==> src/verilog/ftl_pkg.sv <==
// Package for the fan, tachometer and status lamp register group.
// Assumes a single 250 MHz clock and a byte-addressed register port.
package ftl_pkg;
  // Register offsets
  localparam logic [7:0] FTL_OFF_DUTY_ONE   = 8'h56;
  localparam logic [7:0] FTL_OFF_DUTY_TWO   = 8'h57;
  localparam logic [7:0] FTL_OFF_FAN_SETUP  = 8'h58;
  localparam logic [7:0] FTL_OFF_CNT_ONE    = 8'h59;
  localparam logic [7:0] FTL_OFF_CNT_TWO    = 8'h5A;
  localparam logic [7:0] FTL_OFF_START_ONE  = 8'h5B;
  localparam logic [7:0] FTL_OFF_START_TWO  = 8'h5C;
  localparam logic [7:0] FTL_OFF_LAMP_ONE   = 8'h5D;
  localparam logic [7:0] FTL_OFF_LAMP_TWO   = 8'h5E;
  localparam logic [7:0] FTL_OFF_SCAN       = 8'h5F;
  localparam logic [7:0] FTL_OFF_RSVD_LO    = 8'h60;
  localparam logic [7:0] FTL_OFF_RSVD_HI    = 8'h7F;

  // Reset values
  localparam logic [7:0] FTL_RST_FAN_SETUP  = 8'h50;
  localparam logic [7:0] FTL_RST_BYTE       = 8'h00;

  // Fan setup field positions
  localparam int FTL_SRC_LSB  = 0;  // Source select, one bit per fan
  localparam int FTL_DBL_LSB  = 2;  // Doubling, one bit per fan
  localparam int FTL_DIV_LSB  = 4;  // Count divisor, two bits per fan
  // Duty register field positions
  localparam int FTL_FORCE_BIT = 0;
  localparam int FTL_DUTY_LSB  = 1;
  localparam int FTL_DUTY_MSB  = 6;
  localparam int FTL_CSEL_BIT  = 7;

  // Lamp modes
  typedef enum logic [1:0] {
    FTL_LAMP_OFF  = 2'h0,
    FTL_LAMP_FAST = 2'h1,
    FTL_LAMP_SLOW = 2'h2,
    FTL_LAMP_ON   = 2'h3
  } ftl_lamp_mode_t;

  // Timing
  localparam int FTL_CLK_PERIOD_NS = 4;
  localparam int FTL_LAMP_PHASE_MS = 500;
  localparam int FTL_LAMP_PHASE_CYC =
    FTL_LAMP_PHASE_MS * (1000000 / FTL_CLK_PERIOD_NS);

  // Base fan step dividers chosen by {clock select, source select}
  localparam logic [15:0] FTL_FAN_DIV_0 = 16'h0100;
  localparam logic [15:0] FTL_FAN_DIV_1 = 16'h0200;
  localparam logic [15:0] FTL_FAN_DIV_2 = 16'h0800;
  localparam logic [15:0] FTL_FAN_DIV_3 = 16'h2000;
  // Tachometer counting clock prescale before the count divisor
  localparam logic [15:0] FTL_TACH_BASE_DIV = 16'h0400;
endpackage : ftl_pkg

==> src/verilog/ftl_regs.sv <==
// Fan speed, tachometer, status lamp and scan-code register group.
// Assumes tachometer inputs are synchronous to sys_clk and a simple
// strobe register port with read data one cycle after the read strobe.
//
// Overview of operation
// - Fan one speed from source, select, doubling
// - Fan two speed from source, select, doubling
// - Setup bit 2 doubles fan one speed
// - Setup bit 3 doubles fan two speed
// - Bits 5:4 divide fan one count clock
// - Bits 7:6 divide fan two count clock
// - Fan setup register resets to 0x50
// - Count clock ticks per pulse, eight bits
// - Latch final count of previous pulse
// - Count starts from the preload value
// - Preload write restarts that fan's counting
// - Lamp codes off, 1 Hz half duty, on
// - Lamp code 10 blinks quarter duty slowly
// - Scan-code byte stored and read back
// - Reserved offsets and lamp bits read zero
// - Duty bit 0 forces fan output high
// - Six-bit duty sets high steps of 64
//
// Register map, byte offsets on the register port
// 0x56 fan one duty: bit 0 force high, bits 6:1 duty, bit 7 clock select
// 0x57 fan two duty, same layout as fan one
// 0x58 fan setup: bits 1:0 source select, bits 3:2 doubling
//      bits 5:4 fan one count divisor, bits 7:6 fan two count divisor
// 0x59 fan one speed count, read only
// 0x5A fan two speed count, read only
// 0x5B fan one count start value
// 0x5C fan two count start value
// 0x5D lamp one mode in bits 1:0, upper bits read zero
// 0x5E lamp two mode in bits 1:0, upper bits read zero
// 0x5F scan-code byte, plain storage
// 0x60 to 0x7F reserved; these and unmapped offsets read zero
// Writes to read-only, reserved or unmapped offsets are dropped.
//
// Structure
// One shared timebase steps a two-bit blink phase for both lamps.
// Each fan has a step prescaler feeding a 64-step duty counter.
// Each fan has a count clock: a fixed prescale, then its divisor.
// A live count runs per pulse; a rising tachometer edge latches it.
// Speed counts stop at 0xFF instead of wrapping.
// Read data is registered, so the decode adds no output path.
// All state sits behind clk_en, so a low enable freezes the block.
//
// Latency
// Read data stands for the one cycle after the read strobe, else zero.
// A duty write reaches its fan pin two edges after it is taken.
// A lamp mode write reaches its lamp pin one edge after it is taken.
// A speed count updates at the edge that sees its tachometer rise.
//
// Limitations
// Tachometer inputs must be clean and synchronous; nothing filters them.
// A count read within two pulses of a start write may be stale.
// The blink phase runs free, so the first blink after a mode write
// may be shorter than a full phase.
// A new fan step rate takes hold at once; a smaller one ends the current step.
// Lamp and fan pins are low during reset.
//
// The plain strobed port is this design's own decision.
`timescale 1ns/100ps
`default_nettype none
module ftl_regs
  import ftl_pkg::*;
#(
  parameter int LAMP_PHASE_CYC = FTL_LAMP_PHASE_CYC
) (
  input  wire logic       sys_clk,
  input  wire logic       rst_n,
  input  wire logic       clk_en,
  input  wire logic [7:0] reg_addr,
  input  wire logic [7:0] reg_wdata,
  input  wire logic       reg_wr,
  input  wire logic       reg_rd,
  output logic      [7:0] reg_rdata,
  input  wire logic       fan_tach_one,
  input  wire logic       fan_tach_two,
  output logic            fan_out_one,
  output logic            fan_out_two,
  output logic            status_lamp_one,
  output logic            status_lamp_two
);

  // Tachometer count clock divisor from a two-bit code
  // The default arm stands for code 3, divide by eight
  function automatic logic [3:0] tach_div(input logic [1:0] code);
    case (code)
      2'h0:    tach_div = 4'h1;
      2'h1:    tach_div = 4'h2;
      2'h2:    tach_div = 4'h4;
      default: tach_div = 4'h8;
    endcase
  endfunction : tach_div

  // Fan step divider; doubling the speed halves the divider
  // Halving keeps the 64-step duty shape at twice the rate
  function automatic logic [15:0] fan_step(input logic src,
                                           input logic csel,
                                           input logic dbl);
    logic [15:0] base;
    base = FTL_FAN_DIV_0;
    case ({csel, src})
      2'h0:    base = FTL_FAN_DIV_0;
      2'h1:    base = FTL_FAN_DIV_1;
      2'h2:    base = FTL_FAN_DIV_2;
      default: base = FTL_FAN_DIV_3;
    endcase
    fan_step = dbl ? {1'b0, base[15:1]} : base;
  endfunction : fan_step

  // Lamp pin level for a mode and the shared blink phase
  // One phase source keeps both lamps blinking in step
  function automatic logic lamp_level(input logic [1:0] mode,
                                      input logic [1:0] phase);
    case (ftl_lamp_mode_t'(mode))
      FTL_LAMP_OFF:  lamp_level = 1'b0;
      FTL_LAMP_FAST: lamp_level = ~phase[0];
      FTL_LAMP_SLOW: lamp_level = (phase == 2'h0);
      FTL_LAMP_ON:   lamp_level = 1'b1;
      default:       lamp_level = 1'b0;
    endcase
  endfunction : lamp_level

  // Register state and per-fan wiring
  logic [7:0]  fan_setup_q;
  logic [7:0]  duty_q     [2];
  logic [7:0]  start_q    [2];
  logic [7:0]  count_q    [2];
  logic [1:0]  lamp_q     [2];
  logic [7:0]  scan_q;
  logic        fan_pin    [2];
  logic [7:0]  rdata_d;
  logic [31:0] lamp_cnt_q;
  logic [1:0]  lamp_phase_q;
  logic [1:0]  tach_pin;
  logic        wr_start   [2];

  // Pins as vectors; start writes also restart counting
  assign tach_pin[0] = fan_tach_one;
  assign tach_pin[1] = fan_tach_two;
  assign wr_start[0] = reg_wr && (reg_addr == FTL_OFF_START_ONE);
  assign wr_start[1] = reg_wr && (reg_addr == FTL_OFF_START_TWO);

  // Fan setup register
  // Only the register port writes it; no hardware side effects
  always_ff @(posedge sys_clk or negedge rst_n) begin
    if (!rst_n) begin
      fan_setup_q <= FTL_RST_FAN_SETUP;
    end else if (clk_en && reg_wr && reg_addr == FTL_OFF_FAN_SETUP) begin
      fan_setup_q <= reg_wdata;
    end
  end

  // Scan-code holding byte
  // Plain storage, read back unchanged
  always_ff @(posedge sys_clk or negedge rst_n) begin
    if (!rst_n) begin
      scan_q <= FTL_RST_BYTE;
    end else if (clk_en && reg_wr && reg_addr == FTL_OFF_SCAN) begin
      scan_q <= reg_wdata;
    end
  end

  // Lamp mode fields; upper bits are not stored
  // Dropping bits 7:2 is what makes them read zero
  always_ff @(posedge sys_clk or negedge rst_n) begin
    if (!rst_n) begin
      lamp_q[0] <= FTL_RST_BYTE[1:0];
      lamp_q[1] <= FTL_RST_BYTE[1:0];
    end else if (clk_en && reg_wr) begin
      if (reg_addr == FTL_OFF_LAMP_ONE) begin
        lamp_q[0] <= reg_wdata[1:0];
      end
      if (reg_addr == FTL_OFF_LAMP_TWO) begin
        lamp_q[1] <= reg_wdata[1:0];
      end
    end
  end

  // Shared half-second timebase and four-step blink phase
  // Free running; a mode write does not restart the phase
  always_ff @(posedge sys_clk or negedge rst_n) begin
    if (!rst_n) begin
      lamp_cnt_q   <= 32'h0;
      lamp_phase_q <= 2'h0;
    end else if (clk_en) begin
      if (lamp_cnt_q == 32'(LAMP_PHASE_CYC - 1)) begin
        lamp_cnt_q   <= 32'h0;
        lamp_phase_q <= lamp_phase_q + 2'h1;
      end else begin
        lamp_cnt_q <= lamp_cnt_q + 32'h1;
      end
    end
  end

  // Lamp pins
  // Registered so the pins carry no decode glitches
  always_ff @(posedge sys_clk or negedge rst_n) begin
    if (!rst_n) begin
      status_lamp_one <= 1'b0;
      status_lamp_two <= 1'b0;
    end else if (clk_en) begin
      status_lamp_one <= lamp_level(lamp_q[0], lamp_phase_q);
      status_lamp_two <= lamp_level(lamp_q[1], lamp_phase_q);
    end
  end

  // Per-fan duty output and tachometer measurement
  for (genvar f = 0; f < 2; f++) begin : g_fan
    logic [15:0] step_cnt_q;
    logic [5:0]  pwm_cnt_q;
    logic [15:0] pre_cnt_q;
    logic [3:0]  div_cnt_q;
    logic [7:0]  live_q;
    logic        tach_dly_q;
    logic [15:0] step_lim;
    logic        count_tick;
    logic        pulse_edge;
    logic        pre_wrap;

    // Fan step rate from source, select and doubling bits
    // Rising tachometer edge and count clock tick strobes
    assign step_lim = fan_step(fan_setup_q[FTL_SRC_LSB + f],
                               duty_q[f][FTL_CSEL_BIT],
                               fan_setup_q[FTL_DBL_LSB + f]);
    assign pulse_edge = tach_pin[f] && !tach_dly_q;
    assign pre_wrap   = (pre_cnt_q == FTL_TACH_BASE_DIV - 16'h1);
    assign count_tick = pre_wrap &&
      (div_cnt_q == tach_div(fan_setup_q[FTL_DIV_LSB + 2*f +: 2])
                    - 4'h1);

    // Duty register
    // Address offset by fan index picks this fan's register
    always_ff @(posedge sys_clk or negedge rst_n) begin
      if (!rst_n) begin
        duty_q[f] <= FTL_RST_BYTE;
      end else if (clk_en && reg_wr &&
                   reg_addr == FTL_OFF_DUTY_ONE + 8'(f)) begin
        duty_q[f] <= reg_wdata;
      end
    end

    // Step prescaler and 64-step duty counter
    // Compare with >= so a smaller new divider wraps at once
    always_ff @(posedge sys_clk or negedge rst_n) begin
      if (!rst_n) begin
        step_cnt_q <= 16'h0;
        pwm_cnt_q  <= 6'h0;
      end else if (clk_en) begin
        if (step_cnt_q >= step_lim - 16'h1) begin
          step_cnt_q <= 16'h0;
          pwm_cnt_q  <= pwm_cnt_q + 6'h1;
        end else begin
          step_cnt_q <= step_cnt_q + 16'h1;
        end
      end
    end

    // Fan pin: forced high, else high while step below duty
    // Duty zero never matches, so the pin stays low
    always_ff @(posedge sys_clk or negedge rst_n) begin
      if (!rst_n) begin
        fan_pin[f] <= 1'b0;
      end else if (clk_en) begin
        fan_pin[f] <= duty_q[f][FTL_FORCE_BIT] ||
          (pwm_cnt_q < duty_q[f][FTL_DUTY_MSB:FTL_DUTY_LSB]);
      end
    end

    // Preload register
    // Reloaded into the live count at every pulse edge
    always_ff @(posedge sys_clk or negedge rst_n) begin
      if (!rst_n) begin
        start_q[f] <= FTL_RST_BYTE;
      end else if (clk_en && wr_start[f]) begin
        start_q[f] <= reg_wdata;
      end
    end

    // Counting clock: base prescale then the selected divisor
    // A start write clears both so the next tick is a full one
    always_ff @(posedge sys_clk or negedge rst_n) begin
      if (!rst_n) begin
        pre_cnt_q <= 16'h0;
        div_cnt_q <= 4'h0;
      end else if (clk_en) begin
        if (wr_start[f]) begin
          pre_cnt_q <= 16'h0;
          div_cnt_q <= 4'h0;
        end else if (pre_wrap) begin
          pre_cnt_q <= 16'h0;
          div_cnt_q <= count_tick ? 4'h0 : div_cnt_q + 4'h1;
        end else begin
          pre_cnt_q <= pre_cnt_q + 16'h1;
        end
      end
    end

    // Live count per pulse, reloaded on each pulse edge
    // A start write wins over an edge in the same cycle
    always_ff @(posedge sys_clk or negedge rst_n) begin
      if (!rst_n) begin
        live_q     <= FTL_RST_BYTE;
        tach_dly_q <= 1'b0;
      end else if (clk_en) begin
        tach_dly_q <= tach_pin[f];
        if (wr_start[f]) begin
          live_q <= reg_wdata;
        end else if (pulse_edge) begin
          live_q <= start_q[f];
        end else if (count_tick && live_q != 8'hFF) begin
          live_q <= live_q + 8'h1;
        end
      end
    end

    // Readable count holds the final count of the last pulse
    // Skipped when a start write lands on the edge cycle
    always_ff @(posedge sys_clk or negedge rst_n) begin
      if (!rst_n) begin
        count_q[f] <= FTL_RST_BYTE;
      end else if (clk_en && pulse_edge && !wr_start[f]) begin
        count_q[f] <= live_q;
      end
    end
  end : g_fan

  // Fan pins to ports
  // Extra stage keeps every output straight from a flop
  always_ff @(posedge sys_clk or negedge rst_n) begin
    if (!rst_n) begin
      fan_out_one <= 1'b0;
      fan_out_two <= 1'b0;
    end else if (clk_en) begin
      fan_out_one <= fan_pin[0];
      fan_out_two <= fan_pin[1];
    end
  end

  // Read decode; reserved and unmapped offsets read zero
  // One case feeds the read register; no read side effects
  always_comb begin
    rdata_d = 8'h00;
    case (reg_addr)
      FTL_OFF_DUTY_ONE:  rdata_d = duty_q[0];
      FTL_OFF_DUTY_TWO:  rdata_d = duty_q[1];
      FTL_OFF_FAN_SETUP: rdata_d = fan_setup_q;
      FTL_OFF_CNT_ONE:   rdata_d = count_q[0];
      FTL_OFF_CNT_TWO:   rdata_d = count_q[1];
      FTL_OFF_START_ONE: rdata_d = start_q[0];
      FTL_OFF_START_TWO: rdata_d = start_q[1];
      FTL_OFF_LAMP_ONE:  rdata_d = {6'h00, lamp_q[0]};
      FTL_OFF_LAMP_TWO:  rdata_d = {6'h00, lamp_q[1]};
      FTL_OFF_SCAN:      rdata_d = scan_q;
      default:           rdata_d = 8'h00;
    endcase
  end

  // Read data stands one cycle after the strobe, zero otherwise
  // Zero outside the answer cycle, so a stale read cannot show
  always_ff @(posedge sys_clk or negedge rst_n) begin
    if (!rst_n) begin
      reg_rdata <= 8'h00;
    end else if (clk_en) begin
      reg_rdata <= reg_rd ? rdata_d : 8'h00;
    end
  end

endmodule : ftl_regs
`default_nettype wire

==> config.mk <==
export PLATFORM = sky130hd
export DESIGN_NAME = ftl_regs
export DESIGN_NICKNAME = d
export VERILOG_FILES = /design/src/verilog/ftl_pkg.sv /design/src/verilog/ftl_regs.sv
export SDC_FILE = /design/constraint.sdc
export NUM_CORES = 1
export LEC_CHECK = 0
export BUFFER_PORTS_ARGS = -buffer_cell sky130_fd_sc_hd__buf_2
export CORE_MARGIN = 5
export CORE_UTILIZATION = 53
export DETAILED_ROUTE_END_ITERATION = 8
export PLACE_DENSITY = 0.7
export SLEW_MARGIN = 20
export SYNTH_ARGS = -nofsm -noshare
export SYNTH_HDL_FRONTEND = slang
export SYNTH_SLANG_ARGS = --single-unit
==> constraint.sdc <==
create_clock -name sys_clk -period 3.91 [get_ports sys_clk]
set_input_delay 0.1955 -clock sys_clk [delete_from_list [all_inputs] [get_ports sys_clk]]
set_output_delay 0.1955 -clock sys_clk [all_outputs]
set_load 0.02 [all_outputs]
==> parameters.txt, run 1 <==
Parameter                              Value

Status
  Status    finished clean

Die
  Die W    157.9 um
  Effective utilization at floorplan    53.43%
  Die Outline Area    0.02492 mm^2
  Core outline area    0.02169 mm^2
  Vertical die dimension    157.9 um
  I/O pins    35
  Cell row count    54

Routing
  Count of nets left with antenna violations after detail routing    0
  Via total after detailed routing    8787
  Ratio of routed vias to standard cells    5.878
  Initial DRT Pass Iterations    6
  DRC violations left    0
  Violation count after the first detailed-route iteration    496
  Post-Route WL    26400 um
  DR WL/cell    17.66 um

Synthesis
  Area share of the largest cell type after synthesis    46.65%
  Flop and latch count out of synthesis    218
  Post-synthesis cell count    1165
  Post-synthesis area per instance    9.946 um^2
  Post-synth design cell area    0.01159 mm^2
  Post-synthesis cell type count    74
  Count of synthesis-stage warnings from yosys    0
  Async SR Flop Fraction    100.0%
  Library cell with the highest instance count after synthesis    dfrtp_1
  Top cell types by occurrence after synthesis    dfrtp_1, nand2_1, nor2_1
  Cell type with the largest total area after synthesis    dfrtp_1
  Cell types with the largest area share after synthesis    dfrtp_1, mux2_2, ha_1
  Post-synth top flop    dfrtp_1
  Number of enable flip-flop cells after synthesis    0
  Sequential element share of the synthesized area    47.10%

CTS
  CTS HTree Levels    1
  Clock tree from TritonCTS    yes
  Worst-Skew Late Latency    0.54 ns
  Clock slew at reported path FFs    0.06 ns
  Number of buffers inserted during clock tree synthesis    25
  Worst-case clock buffer depth    3
  TritonCTS sink count    218
  # resized after CTS    0
  Library cell used as clock root buffer    clkbuf_16

Cells and area
  Non-filler instance count after layout    1495
  Fraction of layout instances using a drive strength above 1    15.23%
  Finished Core Util    59.27%
  Number of nets in the layout    1261
  Filler cell count    1814
  Synthesis-to-finish area growth    10.94%
  Antenna cells    0

Setup path
  Category of the worst setup path launch point    flip-flop
  Worst path most repeated cell    ha_1
  Critical Path Start    fan_setup_q[0]
  Slowest Stage Delay on Critical Path    0.42 ns
  Launching point of the worst reg2reg path    fan_setup_q[0]
  Maximum fanout encountered on the critical timing path    9
  R2r setup slk    0.63 ns
  Master of the slowest instance on the critical path    dfrtp_1
  CP Data Required Time    4.34 ns
  WP data arrival    3.70 ns
  Critical path capture point    g_fan[0].pwm_cnt_q[1]
  Reg2Reg Capture Point    g_fan[0].pwm_cnt_q[1]
  Worst-case reg-to-reg path depth    11
  Critical-path cell list    nand2b_1 -> or2_2 -> ha_1 -> nor3b_1 -> a21oi_1 -> ha_1 -> nand4_1 -> nor4_1 -> a221o_1 -> and2_1 -> mux2_2
  Crit Path Category    reg -> reg
  Endpoint type of the worst setup path    flip-flop

Timing
  Final WS setup    0.6346 ns
  RSZ-0062 raised after global routing    no
  Final sum of negative setup slack    0 ns
  Pin slew with the least headroom to its limit    1.010 ns
  Hold Vio Cnt, Final    0
  Worst hold slack after final layout    0.03270 ns
  Worst max-slew margin expressed relative to the limit    32.53%
  Final cycle utilization of the critical path    83.77%
  Fmax    305.3 MHz
  Max-slew violations    0
  Crit path time final    3.275 ns
  Setup violations, final    0
  Worst Skew    0.02549 ns

Power and ir drop
  Pwr per Cell Area    471.1 mW/mm^2
  Worst ir drop on vdd    0.0004116 V
  Leakage power of the design    5.937 nW

Placed design
  Placed cells    1449
  Global placer's final weighted congestion    0.8553
  Placement Setup Slack    0.6802 ns
  Post-detailed-placement half-perimeter wirelength    18220 um
  Quantity of I/O buffers inserted on ports    34

Job
  Maximum Capacitance Violations    0

GRT
  Leftover overflow at the end of global routing    0
  Wire length of the first global-routing pass    44510 um
  Via count of the first global-routing pass    8620
  Total GRT Usage    21.77%
  Number of antenna violations at the first check in global routing    0
  Pin count of the biggest net entering global routing    130

Hold path
  Hold WC Path Type    in -> reg
-- flip-flops by register name (all words and copies together) (netlist names), 4 cells and up --
signal            flops
g_fan.step_cnt_q     32
start_q              16
g_fan.live_q         16
lamp_cnt_q           32
lamp_q                4
g_fan.pwm_cnt_q      12
fan_setup_q           8
duty_q               16
g_fan.div_cnt_q       8
count_q              16
reg_rdata             8
scan_q                8
g_fan.pre_cnt_q      32
-- through the flow --
| step | instance area [um^2] | power (W) |
|---|---|---|
| final | 12850 | 0.006056 |
| after global routing | 12850 | 0.006398 |
| after CTS | 12850 | 0.006102 |
| after detailed placement | 12050 | 0.003867 |
| after global placement | 12050 | 0.003826 |
| after floorplan | 11590 | 0.003556 |
-- kinds of logic after synthesis --
logic type	synth area share (%)
flip-flops	47.10
adder cells (fa/ha/maj)	4.211
XOR/XNOR	6.425
multiplexers	8.951
buffers and inverters	2.699
AND/OR/NAND/NOR	19.24
other	0.03236
AO/OA/AOI/OAI	11.34
-- layer usage --
layer	vias to the layer above	track usage (%)	part of all wire (%)
met1	4283	32.14	47
met2	210	34.01	46
met5	-	0	0
li1	4242	-	-
met3	52	3.198	5.0
met4	0	5.490	2.3
-- power breakdown --
part           leakage, nW  internal, W  switching (W)
Sequential            2.84      0.00258       0.000347
Combinational         2.72     0.000447       0.000478
Clock                0.384      0.00128       0.000930
-- area by class of cell --
class | count | area, um^2 | area share (%)
Timing Repair Buffer | 50 | 320.3 | 2.492
Tap cell | 280 | 350.3 | 2.725
Inverter | 33 | 123.9 | 0.9636
Clock inverter | 6 | 51.30 | 0.3991
Sequential cell | 218 | 5458 | 42.46
Clock buffer | 37 | 720.7 | 5.606
Multi-Input combinational cell | 871 | 5831 | 45.36
-- worst min path at each step --
stage	end	cells past startpoint	slack (ns)	start
2_1_floorplan	count_q[0]	0	-0.10	rst_n
3_3_place_gp	g_fan[0].pre_cnt_q[14]	1	0.39	rst_n
3_5_place_dp	g_fan[0].pre_cnt_q[14]	1	0.38	rst_n
4_1_cts	duty_q[12]	3	0.02	reg_wdata[4]
5_1_grt	duty_q[12]	3	0.02	reg_wdata[4]
6_report	duty_q[14]	3	0.03	reg_wdata[6]
-- repair_timing --
action,in CTS,in global routing
buffers inserted,0,0
hold buffers,3,0
hold endpoints to repair,127,0
-- cell usage in the layout (no fill, tap or decap), types with 12 or more instances in the layout --
cell	count
nand3_1	51
mux2_2	77
nand2_1	126
mux2i_1	17
xor2_1	36
inv_1	32
buf_4	12
nand4_1	31
and3_1	23
ha_1	39
nor3_1	25
o21ai_0	61
xnor2_1	49
nor2_1	115
clkbuf_16	25
buf_2	33
a21oi_1	32
dfrtp_1	216
a21o_1	13
-- worst max-delay path: cells and delay by family (launching register included) --
kind	cells	cell delay, ns
mux	1	0.37
flops	1	0.42
simple gates	6	1.41
compound gates	2	0.45
fa+ha+maj	2	0.52
(Power assumes the default switching activity.)
==> run 2, diff against run 1 <==
==> constraint.sdc (replaced) <==
create_clock -name sys_clk -period 3.1 [get_ports sys_clk]
set_input_delay 0.155 -clock sys_clk [delete_from_list [all_inputs] [get_ports sys_clk]]
set_output_delay 0.155 -clock sys_clk [all_outputs]
set_load 0.02 [all_outputs]
==> parameters.txt, run 2 (synthesis gave the netlist of run 1 again) <==
Parameter                              Value

Status
  Status    finished clean

Die
  Effective utilization at floorplan    53.43% (unchanged)
  I/O pins    35 (unchanged)
  Die W    157.9 um (unchanged)
  Vertical die dimension    157.9 um (unchanged)
  Die Outline Area    0.02492 mm^2 (unchanged)
  Cell row count    54 (unchanged)
  Core outline area    0.02169 mm^2 (unchanged)

Cells and area
  Antenna cells    0 (unchanged)
  Fraction of layout instances using a drive strength above 1    16.19% (+0.97 points)
  Top Registers    g_fan.pre_cnt_q (32), g_fan.step_cnt_q (32), lamp_cnt_q (32)
  Non-Filler Cell Area, Final    0.01306 mm^2 (+1.6%)
  Commonest cells after routing, fill and taps aside    dfrtp_1, nand2_1, nor2_1
  Non-filler instance count after layout    1509 (+0.94%)
  Synthesis-to-finish area growth    12.73%
  Commonest non-fill, non-tap cell in the layout    dfrtp_1
  Number of nets in the layout    1274 (+1.0%)

Routing
  Via total after detailed routing    8807 (+0.23%)
  DRC violations left    0 (unchanged)
  Violation count after the first detailed-route iteration    564 (+14%)
  Ratio of routed vias to standard cells    5.836 (-0.70%)
  DR WL/cell    17.28 um (-2.1%)
  Initial DRT Pass Iterations    5 (-1)
  Count of nets left with antenna violations after detail routing    0 (unchanged)
  Post-Route WL    26080 um (-1.2%)

Placed design
  Quantity of I/O buffers inserted on ports    34 (unchanged)
  Global placer's final weighted congestion    0.8830 (+3.2%)
  Post-detailed-placement half-perimeter wirelength    18360 um (+0.79%)
  Placed cells    1457 (+0.55%)
  Post-place instance area    0.01213 mm^2 (+0.60%)

Setup path
  R2r setup slk    0.24 ns (-0.40 ns)
  CP bufs+invs    0 (unchanged)
  WP data arrival    3.31 ns (-0.39 ns)
  Endpoint type of the worst setup path    flip-flop
  Launching point of the worst reg2reg path    fan_setup_q[0]
  Maximum fanout encountered on the critical timing path    5 (-4)
  Slowest Stage Delay on Critical Path    0.40 ns (-0.02 ns)
  Category of the worst setup path launch point    flip-flop
  Crit Path Category    reg -> reg
  Critical-path cell list    nand2b_1 -> or2_2 -> ha_1 -> nor3b_1 -> a21oi_1 -> ha_1 -> nand4_1 -> nor4_2 -> a221o_1 -> or2_4 -> nor3b_1 -> a21o_1
  Reg2Reg Capture Point    g_fan[0].step_cnt_q[4]
  Category of cells accounting for the largest share of critical-path delay    simple AND/OR/NAND/NOR gates
  CP Data Required Time    3.55 ns (-0.79 ns)
  Worst-case reg-to-reg path depth    12 (+1)
  Master of the slowest instance on the critical path    a221o_1

Timing
  Final cycle utilization of the critical path    92.31% (+8.5 points)
  Fmax    349.5 MHz (+14%)
  Worst hold slack after final layout    0.01985 ns (-0.01286 ns)
  Hold Vio Cnt, Final    0 (unchanged)
  Worst max-slew margin expressed relative to the limit    38.51% (+6.0 points)
  Final sum of negative setup slack    0 ns (unchanged)
  RSZ-0062 raised after global routing    no
  Setup violations, final    0 (unchanged)
  Max-slew violations    0 (unchanged)
  Pin slew with the least headroom to its limit    0.9189 ns (-0.09110 ns)
  Worst Skew    0.02007 ns (-0.005419 ns)
  Crit path time final    2.862 ns (-0.4139 ns)

Job
  Maximum Capacitance Violations    0 (unchanged)

CTS
  Number of buffers inserted during clock tree synthesis    25 (unchanged)
  Worst-Skew Late Latency    0.52 ns (-0.02 ns)
  Clock tree from TritonCTS    yes
  Worst-case clock buffer depth    3 (unchanged)
  Library cell used as clock root buffer    clkbuf_16
  CTS HTree Levels    1 (unchanged)
  TritonCTS sink count    218 (unchanged)
  Clock slew at reported path FFs    0.06 ns (about the same)

GRT
  Total GRT Usage    21.62% (-0.16 points)
  Pin count of the biggest net entering global routing    94 (-28%)
  Wire length of the first global-routing pass    43960 um (-1.2%)
  Via count of the first global-routing pass    8667 (+0.55%)
  Leftover overflow at the end of global routing    0 (unchanged)
  Number of antenna violations at the first check in global routing    0 (unchanged)

Hold path
  Hold Path End    lamp_cnt_q[2]
  Origin of the worst min-delay path    clk_en
  Hold WC Path Type    in -> reg
  Number of stages on the worst hold path    3 (unchanged)

Power and ir drop
  Total power after layout    0.007840 W (+29%)
  Pwr per Cell Area    600.2 mW/mm^2 (+27%)
  Leakage power of the design    6.030 nW (+1.6%)
  Worst ir drop on vdd    0.0004889 V (+19%)
run 2: power breakdown:
group | switching (W) | total (W) | internal [W]
clock | 0.00114 | 0.00296 | 0.00181
combinational | 0.000604 | 0.00119 | 0.000583
sequential | 0.000444 | 0.00369 | 0.00325
run 2: how the worst max path moves through the flow:
stage,to,from,cells after the start,slack [ns]
floorplan,g_fan[0].pwm_cnt_q[0],fan_setup_q[0],13,0.07
global placement,g_fan[0].pwm_cnt_q[1],fan_setup_q[0],11,0.19
detailed placement,g_fan[0].pwm_cnt_q[1],fan_setup_q[0],11,0.06
CTS,g_fan[0].pwm_cnt_q[1],fan_setup_q[0],11,0.03
global route,g_fan[0].pwm_cnt_q[1],fan_setup_q[0],11,0.02
finish,g_fan[0].step_cnt_q[4],fan_setup_q[0],12,0.24
run 2: routing by layer:
metal / part of all wire (%) / GRT usage, %
met1: 47 / 31.27
met2: 46 / 34.54
met3: 4.6 / 2.652
met4: 2.4 / 6.227
met5: 0 / 0
run 2: layout make-up:
cell class / count / area, um^2
Clock buffer: 37 / 740.7
Clock inverter: 7 / 97.59
Fill cell: 1837 / 8626
Inverter: 33 / 123.9
Multi-Input combinational cell: 871 / 5849
Sequential cell: 218 / 5458
Tap cell: 280 / 350.3
Timing Repair Buffer: 63 / 442.9
run 2: worst reg2reg max path, stage by stage, from the launching register on:
cell,delay [ns]
dfrtp_1,0.37
nand2b_1,0.17
or2_2,0.30
ha_1,0.22
nor3b_1,0.22
a21oi_1,0.08
ha_1,0.30
nand4_1,0.11
nor4_2,0.05
a221o_1,0.40
or2_4,0.28
nor3b_1,0.20
a21o_1,0.10
run 2: repair_timing:
| action | 4_1_cts | 5_1_grt |
|---|---|---|
| setup buffers | 0 | 0 |
| resized for setup | 0 | 5 |
| hold buffers | 8 | 0 |
| setup endpoints to repair | 0 | 16 |
| endpoints found under the hold margin | 78 | 0 |
run 2: metrics by stage:
stage                     util, %  setup WS (ns)
after floorplan                 -        0.06567
after global placement      55.91         0.1937
after detailed placement    55.91        0.05903
after CTS                   60.14        0.03393
after global routing        60.23        0.01790
final                       60.23         0.2385
